<file path="src/logic/pmcc_map.vh">
// Constants for the power mode and clock controller: register offsets,
// field positions, reset values and timing counts.
// Assumes inclusion by its bare name from the controller's design file.
`ifndef PMCC_MAP_VH
`define PMCC_MAP_VH
// Register byte offsets on the Wishbone slave (word aligned)
`define PMCC_ADR_PLLCTL 5'h00
`define PMCC_ADR_PLLDIV 5'h04
`define PMCC_ADR_REGULATOR_CTRL_REG 5'h08
`define PMCC_ADR_LOCKCNT 5'h0C
`define PMCC_ADR_STATUS 5'h10
// pll_control_reg fields
`define PMCC_MULT_LSB 0
`define PMCC_MULT_MSB 4
`define PMCC_BYPASS_BIT 8
`define PMCC_PLLOFF_BIT 9
`define PMCC_SLEEP_BIT 10
`define PMCC_DEEP_BIT 11
// Divider register fields
`define PMCC_SSEL_LSB 0
`define PMCC_SSEL_MSB 3
`define PMCC_CSEL_LSB 4
`define PMCC_CSEL_MSB 5
// regulator_ctrl_reg fields
`define PMCC_VLVL_LSB 0
`define PMCC_VLVL_MSB 3
`define PMCC_VREN_BIT 4
`define PMCC_VRBYP_BIT 5
// Status register fields
`define PMCC_ST_MODE_LSB 0
`define PMCC_ST_MODE_MSB 3
`define PMCC_ST_LOCK_BIT 4
`define PMCC_ST_MULT_LSB 8
`define PMCC_ST_MULT_MSB 12
// Reset values
`define PMCC_MULT_RST 5'h0A
`define PMCC_SSEL_RST 4'h5
`define PMCC_CSEL_RST 2'h0
`define PMCC_VLVL_RST 4'h8
`define PMCC_LOCK_RST 16'h0200
// Regulator step in millivolts per code
`define PMCC_VSTEP_MV 50
`endif

</file>
<file path="src/logic/pmcc_top.v">
// Power mode and clock controller: four operating modes, core and system
// clock enables from glitch-free dividers, PLL multiplier with lock wait,
// regulator setting, all behind a classic Wishbone slave.
// Assumes one 100 MHz reference clock; faster clocks are modelled as
// one-cycle enable pulses, so the PLL output is modelled at the ref rate.
//
// Functional notes
// - Reset enters Full On, PLL running, clocks on
// - Active bypasses PLL, core at reference rate
// - New multiplier applied only after lock count
// - DMA to L1 granted Active, refused Sleep
// - Sleep stops core clock, PLL and system run
// - Interrupt wakes Sleep to Full On or Active
// - Deep Sleep stops core, system clock, PLL
// - Deep Sleep exits on reset or RTC
// - Deep Sleep blocks async units from resources
// - Regulator level in 50 mV steps, disable, bypass
// - Multiplier 1x to 31x, default 10x
// - System clock is PLL output over 1-15
// - System divider field is plain binary ratio
// - System divider change needs no lock wait
// - Core divider codes give 1, 2, 4, 8
//
// The Wishbone slave port and the register addresses were decided locally.
`timescale 1ns/1ps
`include "pmcc_map.vh"
module pmcc_top (
    input wire REF_CLK_I, // Reference clock, 100 MHz
    input wire RESET_I, // Asynchronous reset, active high
    input wire WB_CYC_I, // Wishbone cycle
    input wire WB_STB_I, // Wishbone strobe
    input wire WB_WE_I, // Wishbone write enable
    input wire [4:0] WB_ADR_I, // Wishbone byte address
    input wire [3:0] WB_SEL_I, // Wishbone byte lanes
    input wire [31:0] WB_DAT_I, // Wishbone write data
    output reg [31:0] WB_DAT_O, // Wishbone read data
    output reg WB_ACK_O, // Wishbone acknowledge
    input wire IRQ_I, // Any asserted interrupt
    input wire RTC_WAKE_I, // RTC asynchronous wake interrupt
    output reg CORE_CLK_EN_O, // core_clock enable pulse
    output reg SYS_CLK_EN_O, // System clock enable pulse
    output reg PLL_EN_O, // PLL powered
    output reg PLL_BYPASS_O, // PLL output bypassed
    output reg [4:0] PLL_MULT_O, // Multiplier in use
    output reg DMA_L1_GRANT_O, // System DMA may reach L1
    output reg ASYNC_BLOCK_O, // Async units kept off resources
    output reg [3:0] VREG_LEVEL_O, // Regulator code, 50 mV per step
    output reg VREG_EN_O, // Regulator enabled
    output reg VREG_BYPASS_O, // Regulator bypassed
    output reg [3:0] MODE_O // One-hot mode: deep,sleep,active,full
);

////////////////////////////////////////////////////////////////////////////////
// Mode states, one-hot
localparam [3:0] ST_FULL = 4'h1;
localparam [3:0] ST_ACT = 4'h2;
localparam [3:0] ST_SLP = 4'h4;
localparam [3:0] ST_DEEP = 4'h8;

// Core divider code to divide-by minus one
function [2:0] csel_last;
    input [1:0] code;
    begin
        case (code)
            2'h0: csel_last = 3'h0;
            2'h1: csel_last = 3'h1;
            2'h2: csel_last = 3'h3;
            default: csel_last = 3'h7;
        endcase
    end
endfunction

reg [3:0] mode_q;
reg [3:0] mode_d;
reg [4:0] mult_req_q;
reg bypass_q;
reg plloff_q;
reg slp_pend_q;
reg deep_pend_q;
reg [3:0] ssel_q;
reg [1:0] csel_q;
reg [3:0] vlvl_q;
reg vren_q;
reg vrbyp_q;
reg [15:0] lock_cnt_q;
reg [15:0] lock_tmr_q;
reg lock_busy_q;
reg [3:0] sdiv_q;
reg [3:0] sratio_q;
reg [2:0] cdiv_q;
reg [2:0] cratio_q;
wire acc;
wire wr;
wire [4:0] wmult;
wire [3:0] wssel;
wire core_run;
wire sys_run;

assign acc = WB_CYC_I & WB_STB_I & ~WB_ACK_O;
assign wr = acc & WB_WE_I;
assign wmult = WB_DAT_I[`PMCC_MULT_MSB:`PMCC_MULT_LSB];
assign wssel = WB_DAT_I[`PMCC_SSEL_MSB:`PMCC_SSEL_LSB];
// Clocks run per mode table; Sleep and Deep Sleep stop the core clock
assign core_run = mode_q[0] | mode_q[1];
assign sys_run = ~mode_q[3];

////////////////////////////////////////////////////////////////////////////////
// Bus slave: one registered ack per access, a cycle after the strobe, unmapped reads return zero
always @(posedge REF_CLK_I or posedge RESET_I) begin
    if (RESET_I) begin
        WB_ACK_O <= 1'b0;
        WB_DAT_O <= 32'h00000000;
    end else begin
        WB_ACK_O <= acc;
        if (acc & ~WB_WE_I) begin
            case (WB_ADR_I)
                `PMCC_ADR_PLLCTL: WB_DAT_O <= {20'h00000, 2'h0, plloff_q, bypass_q,
                                               3'h0, mult_req_q};
                `PMCC_ADR_PLLDIV: WB_DAT_O <= {26'h0000000, csel_q, ssel_q};
                `PMCC_ADR_REGULATOR_CTRL_REG: WB_DAT_O <= {26'h0000000, vrbyp_q, vren_q, vlvl_q};
                `PMCC_ADR_LOCKCNT: WB_DAT_O <= {16'h0000, lock_cnt_q};
                `PMCC_ADR_STATUS: WB_DAT_O <= {19'h00000, PLL_MULT_O, 3'h0,
                                               ~lock_busy_q, mode_q};
                default: WB_DAT_O <= 32'h00000000;
            endcase
        end
    end
end

////////////////////////////////////////////////////////////////////////////////
// Software registers; zero ratios are illegal and leave the field as it was
always @(posedge REF_CLK_I or posedge RESET_I) begin
    if (RESET_I) begin
        mult_req_q <= `PMCC_MULT_RST;
        bypass_q <= 1'b0;
        plloff_q <= 1'b0;
        ssel_q <= `PMCC_SSEL_RST;
        csel_q <= `PMCC_CSEL_RST;
        vlvl_q <= `PMCC_VLVL_RST;
        vren_q <= 1'b1;
        vrbyp_q <= 1'b0;
        lock_cnt_q <= `PMCC_LOCK_RST;
    end else begin
        // Waking from Deep Sleep lands in Full On, so bypass is dropped
        if (mode_q[3] & RTC_WAKE_I) begin
            bypass_q <= 1'b0;
        end else if (wr && WB_ADR_I == `PMCC_ADR_PLLCTL && WB_SEL_I[1]) begin
            bypass_q <= WB_DAT_I[`PMCC_BYPASS_BIT];
            plloff_q <= WB_DAT_I[`PMCC_PLLOFF_BIT];
        end
        if (wr && WB_ADR_I == `PMCC_ADR_PLLCTL && WB_SEL_I[0] && wmult != 5'h00) begin
            mult_req_q <= wmult;
        end
        if (wr && WB_ADR_I == `PMCC_ADR_PLLDIV && WB_SEL_I[0]) begin
            if (wssel != 4'h0) begin
                ssel_q <= wssel;
            end
            csel_q <= WB_DAT_I[`PMCC_CSEL_MSB:`PMCC_CSEL_LSB];
        end
        if (wr && WB_ADR_I == `PMCC_ADR_REGULATOR_CTRL_REG && WB_SEL_I[0]) begin
            vlvl_q <= WB_DAT_I[`PMCC_VLVL_MSB:`PMCC_VLVL_LSB];
            vren_q <= WB_DAT_I[`PMCC_VREN_BIT];
            vrbyp_q <= WB_DAT_I[`PMCC_VRBYP_BIT];
        end
        if (wr && WB_ADR_I == `PMCC_ADR_LOCKCNT) begin
            if (WB_SEL_I[0]) begin
                lock_cnt_q[7:0] <= WB_DAT_I[7:0];
            end
            if (WB_SEL_I[1]) begin
                lock_cnt_q[15:8] <= WB_DAT_I[15:8];
            end
        end
    end
end

////////////////////////////////////////////////////////////////////////////////
// Lock timer: a new multiplier, or PLL restart on Deep Sleep wake, waits out the lock count
always @(posedge REF_CLK_I or posedge RESET_I) begin
    if (RESET_I) begin
        lock_tmr_q <= 16'h0000;
        lock_busy_q <= 1'b0;
        PLL_MULT_O <= `PMCC_MULT_RST;
    end else if ((mode_q[3] & RTC_WAKE_I) ||
                 (wr && WB_ADR_I == `PMCC_ADR_PLLCTL && WB_SEL_I[0] && wmult != 5'h00)) begin
        lock_tmr_q <= lock_cnt_q;
        lock_busy_q <= 1'b1;
    end else if (lock_busy_q & PLL_EN_O) begin
        if (lock_tmr_q == 16'h0000) begin
            lock_busy_q <= 1'b0;
            PLL_MULT_O <= mult_req_q;
        end else begin
            lock_tmr_q <= lock_tmr_q - 16'h0001;
        end
    end
end

////////////////////////////////////////////////////////////////////////////////
// Sleep requests are held until the requesting bus cycle has ended
always @(posedge REF_CLK_I or posedge RESET_I) begin
    if (RESET_I) begin
        slp_pend_q <= 1'b0;
        deep_pend_q <= 1'b0;
    end else if (wr && WB_ADR_I == `PMCC_ADR_PLLCTL && WB_SEL_I[1]) begin
        slp_pend_q <= WB_DAT_I[`PMCC_SLEEP_BIT];
        deep_pend_q <= WB_DAT_I[`PMCC_DEEP_BIT];
    end else if (~WB_CYC_I) begin
        slp_pend_q <= 1'b0;
        deep_pend_q <= 1'b0;
    end
end

// Mode selection; an interrupt in Sleep picks the target from bypass
always @* begin
    mode_d = mode_q;
    case (mode_q)
        ST_FULL, ST_ACT: begin
            if (deep_pend_q & ~WB_CYC_I) begin
                mode_d = ST_DEEP;
            end else if (slp_pend_q & ~WB_CYC_I) begin
                mode_d = ST_SLP;
            end else begin
                mode_d = bypass_q ? ST_ACT : ST_FULL;
            end
        end
        ST_SLP: begin
            if (IRQ_I) begin
                mode_d = bypass_q ? ST_ACT : ST_FULL;
            end
        end
        ST_DEEP: begin
            if (RTC_WAKE_I) begin
                mode_d = ST_FULL;
            end
        end
        default: mode_d = ST_FULL;
    endcase
end

always @(posedge REF_CLK_I or posedge RESET_I) begin
    if (RESET_I) begin
        mode_q <= ST_FULL;
    end else begin
        mode_q <= mode_d;
    end
end

////////////////////////////////////////////////////////////////////////////////
// Dividers: new ratios load only at a terminal count, so no pulse is cut
// short; the system ratio needs no lock wait
always @(posedge REF_CLK_I or posedge RESET_I) begin
    if (RESET_I) begin
        sdiv_q <= 4'h0;
        sratio_q <= `PMCC_SSEL_RST;
        cdiv_q <= 3'h0;
        cratio_q <= 3'h0;
    end else begin
        if (sdiv_q + 4'h1 >= sratio_q) begin
            sdiv_q <= 4'h0;
            sratio_q <= ssel_q;
        end else begin
            sdiv_q <= sdiv_q + 4'h1;
        end
        // Bypass runs the core straight at the reference rate
        if (cdiv_q >= cratio_q) begin
            cdiv_q <= 3'h0;
            cratio_q <= bypass_q ? 3'h0 : csel_last(csel_q);
        end else begin
            cdiv_q <= cdiv_q + 3'h1;
        end
    end
end

////////////////////////////////////////////////////////////////////////////////
// Registered outputs; gating acts on whole enable pulses only
always @(posedge REF_CLK_I or posedge RESET_I) begin
    if (RESET_I) begin
        CORE_CLK_EN_O <= 1'b0;
        SYS_CLK_EN_O <= 1'b0;
        PLL_EN_O <= 1'b1;
        PLL_BYPASS_O <= 1'b0;
        DMA_L1_GRANT_O <= 1'b0;
        ASYNC_BLOCK_O <= 1'b0;
        VREG_LEVEL_O <= `PMCC_VLVL_RST;
        VREG_EN_O <= 1'b1;
        VREG_BYPASS_O <= 1'b0;
        MODE_O <= ST_FULL;
    end else begin
        CORE_CLK_EN_O <= core_run & (cdiv_q >= cratio_q);
        SYS_CLK_EN_O <= sys_run & (sdiv_q + 4'h1 >= sratio_q);
        // Active may power the PLL down; Deep Sleep always does
        PLL_EN_O <= ~mode_q[3] & ~(mode_q[1] & plloff_q);
        PLL_BYPASS_O <= mode_q[1];
        DMA_L1_GRANT_O <= mode_q[0] | mode_q[1];
        ASYNC_BLOCK_O <= mode_q[3];
        VREG_LEVEL_O <= vlvl_q;
        VREG_EN_O <= vren_q;
        VREG_BYPASS_O <= vrbyp_q;
        MODE_O <= mode_q;
    end
end

endmodule

</file>
<file path="config.mk">
export PLATFORM = sky130hd
export DESIGN_NAME = pmcc_top
export DESIGN_NICKNAME = d
export VERILOG_FILES = /design/src/logic/pmcc_top.v
export VERILOG_INCLUDE_DIRS = /design/src /design/src/logic
export SDC_FILE = /design/constraint.sdc
export NUM_CORES = 1
export LEC_CHECK = 0
export ABC_AREA = 1
export BUFFER_PORTS_ARGS = -buffer_cell sky130_fd_sc_hd__buf_2
export CAP_MARGIN = 10
export CORE_MARGIN = 1.5
export CORE_UTILIZATION = 30
export DETAILED_ROUTE_END_ITERATION = 6
export SLEW_MARGIN = 20
export SYNTH_ARGS = -nofsm -noshare
export SYNTH_HDL_FRONTEND = slang
export SYNTH_SLANG_ARGS = --single-unit
</file>
<file path="constraint.sdc">
create_clock -name REF_CLK_I -period 4.9 [get_ports REF_CLK_I]
set_input_delay 1.225 -clock REF_CLK_I [delete_from_list [all_inputs] [get_ports REF_CLK_I]]
set_output_delay 1.225 -clock REF_CLK_I [all_outputs]
set_load 0.005 [all_outputs]
</file>
==> qor.csv <==
metric,value,unit
syn_area,5350,um^2
synth_area_per_cell,8.13,um^2
status,finished clean,
cts_made_buffers,9,
die_w,137,um
cts_buffer_depth,2,
multi_input_comb_area,2180,um^2
pin_count,102,
regArea,2720,um^2
postCtsSetupRepairBufs,0,
final_antenna_net_count,0,
diodes,0,
ctsHoldBuffers,0,
layout_min_cycle_time,2.47,ns
hold_violations,0,
crit_required,5.16,ns
ys_seq_elements,108,
hold_class,flop to flop,
fillers,1810,
final_cell_mix,"nand2_1 (201), dfrtp_1 (92), inv_1 (73)",
slew_headroom,0.588,
clkLatencyLatePin,0.35,ns
wire_per_inst,13.6,um
finalSetupViolations,0,
worst_pin_slew,0.615,ns
critical_path_class,input port to flop,
synth_seq_area_share,0.509,
grt_max_degree,49,
maxUsedRoutingLayer,met4,
nets,782,
gp_congestion,0.892,
worstPathArrival,2.72,ns
die_area,18600,um^2
grt_pass1_vias,4128,
rsz0062_at_grt,no,
synth_warnings,0,
drv_slew,0,
dr.pass1.iters,4,
drt_iter0_drc,270,
wl,12900,um
cts-root-buf,clkbuf_16,
areaGrowthSynthToFinish,14.5,%
synth_largest_area_cell,dfrtp_1,
yosysTopAreaCellShare,0.430,
num_rows,48,
grt.overflow.total,0,
syn_inst,658,
via_count,4373,
drc_errors,0,
grt_pass1_wl,21000,um
worstSetupEndpointType,flop,
finClkSkew,0.00611,ns
met2WireLength,5880,um
layout.cells.most_common,nand2_1,
wl_met3,541,um
post-dp-hpwl,9590,um
start_util,0.308,
max_freq,405,MHz
grt.total_usage,0.146,
cts_tree,yes,
htreeDepth,3,
synth_area_leaders,"dfrtp_1 (43%), nand2_1 (14%), dfstp_2 (7.9%), nand3_1 (5.4%), inv_1 (5.2%)",
dp_cells,938,
io_buffer_count,67,
drt-met1-wl,6280,um
power_density,418,nW/um^2
die_y,137,um
vias_per_cell,4.59,
setup_tns,0,ns
path_clk_slew,0.07,ns
fin_crit_sh,0.503,
ir_worst_vdd,0.200,mV
coreArea,17400,um^2
yosysUniqueCellTypes,34,
drive_gt1_frac,0.166,
maxCapViolCount,0,
grt_antenna_before_repair,0,
cts_sinks,108,
instances_no_fill,953,
crit_path_start_kind,input port,
power.leakage,3.21,nW
path_max_fanout,16,
post_cts_resized,0,
## cell type report
cell class | count | share of cell area
clock buffers | 10 | 0.0374
well taps | 225 | 0.0460
inverters | 77 | 0.0476
clock inverters | 5 | 0.0102
repair buffers | 70 | 0.0584
multi-input cells | 458 | 0.356
flip-flops and latches | 108 | 0.445
## where the power goes
| part | internal (W) | switching (W) |
|---|---|---|
| combinational | 0.000262 | 0.000458 |
| clock | 0.000398 | 0.000326 |
| sequential | 0.00102 | 0.0000964 |
| total | 0.00168 | 0.000880 |
## sequential cells by signal, indices dropped and copies added (netlist names), 4 cells and up
| signal | flops |
|---|---|
| sratio_q | 4 |
| PLL_MULT_O | 5 |
| sdiv_q | 4 |
| ssel_q | 4 |
| mode_q | 4 |
| VREG_LEVEL_O | 4 |
| lock_tmr_q | 16 |
| lock_cnt_q | 16 |
| WB_DAT_O | 16 |
| mult_req_q | 5 |
| vlvl_q | 4 |
## per-layer routing
| metal | vias up | track usage |
|---|---|---|
| li1 | 2212 | - |
| met1 | 2049 | 0.204 |
| met2 | 97 | 0.225 |
| met3 | 15 | 0.0189 |
| met4 | 0 | 0.0632 |
| met5 | - | 0 |
## Yosys cell counts (all sizes together)
library cell and instances:
dfrtp 92, xnor2 4, nand3 62, nand2 204
nor4 1, a22o 3, a21oi 11, nand3b 4
o21ai 52, ha 10, o21a 1, o22ai 3
o31ai 2, nor3 2, buf 27, xor2 3
o211ai 3, inv 77, nand4 11, nor2 63
or2 3, clkbuf 3, dfstp 16, conb 1
## final timing paths
kind,depth (start not counted),slack [ns],end,from
setup / recovery,7,2.43,lock_cnt_q[2],WB_ADR_I[3]
hold / removal,0,0.38,VREG_EN_O,vren_q
setup reg to reg,10,2.66,lock_tmr_q[9],lock_tmr_q[0]
hold reg to reg,0,0.38,VREG_EN_O,vren_q
max in group asynchronous,3,3.08,WB_DAT_O[14],RESET_I
min in group asynchronous,2,0.86,vrbyp_q,RESET_I
## worst max-delay path, cell delays in order
cell	delay [ns]
buf_2	0.10
inv_1	0.04
nor2_1	0.15
nand3_1	0.20
inv_2	0.30
nand2_1	0.40
o21ai_0	0.30
## metrics by stage
step                      power, W   util  hold slack [ns]  instance area, um^2  worst slack [ns]
after floorplan            0.00168      -            0.361                 5410             0.856
after global placement     0.00184  0.336            0.367                 5830              2.09
after detailed placement   0.00185  0.336            0.367                 5830              2.08
after CTS                  0.00259  0.353            0.378                 6120              2.44
after global routing       0.00277  0.353            0.390                 6120              2.22
final                      0.00256  0.353            0.376                 6120              2.43
## logic make-up after synthesis
logic type,Yosys count,synth area share
and+or+nand+nor,350,0.285
AOI/OAI and AO/OA,75,0.0758
DFF,108,0.509
xor gates and xnor gates,7,0.0115
buffers and inverters,107,0.0945
adders and majority gates,10,0.0234
other,1,0.000701
Power figures use the tool's default switching activity.
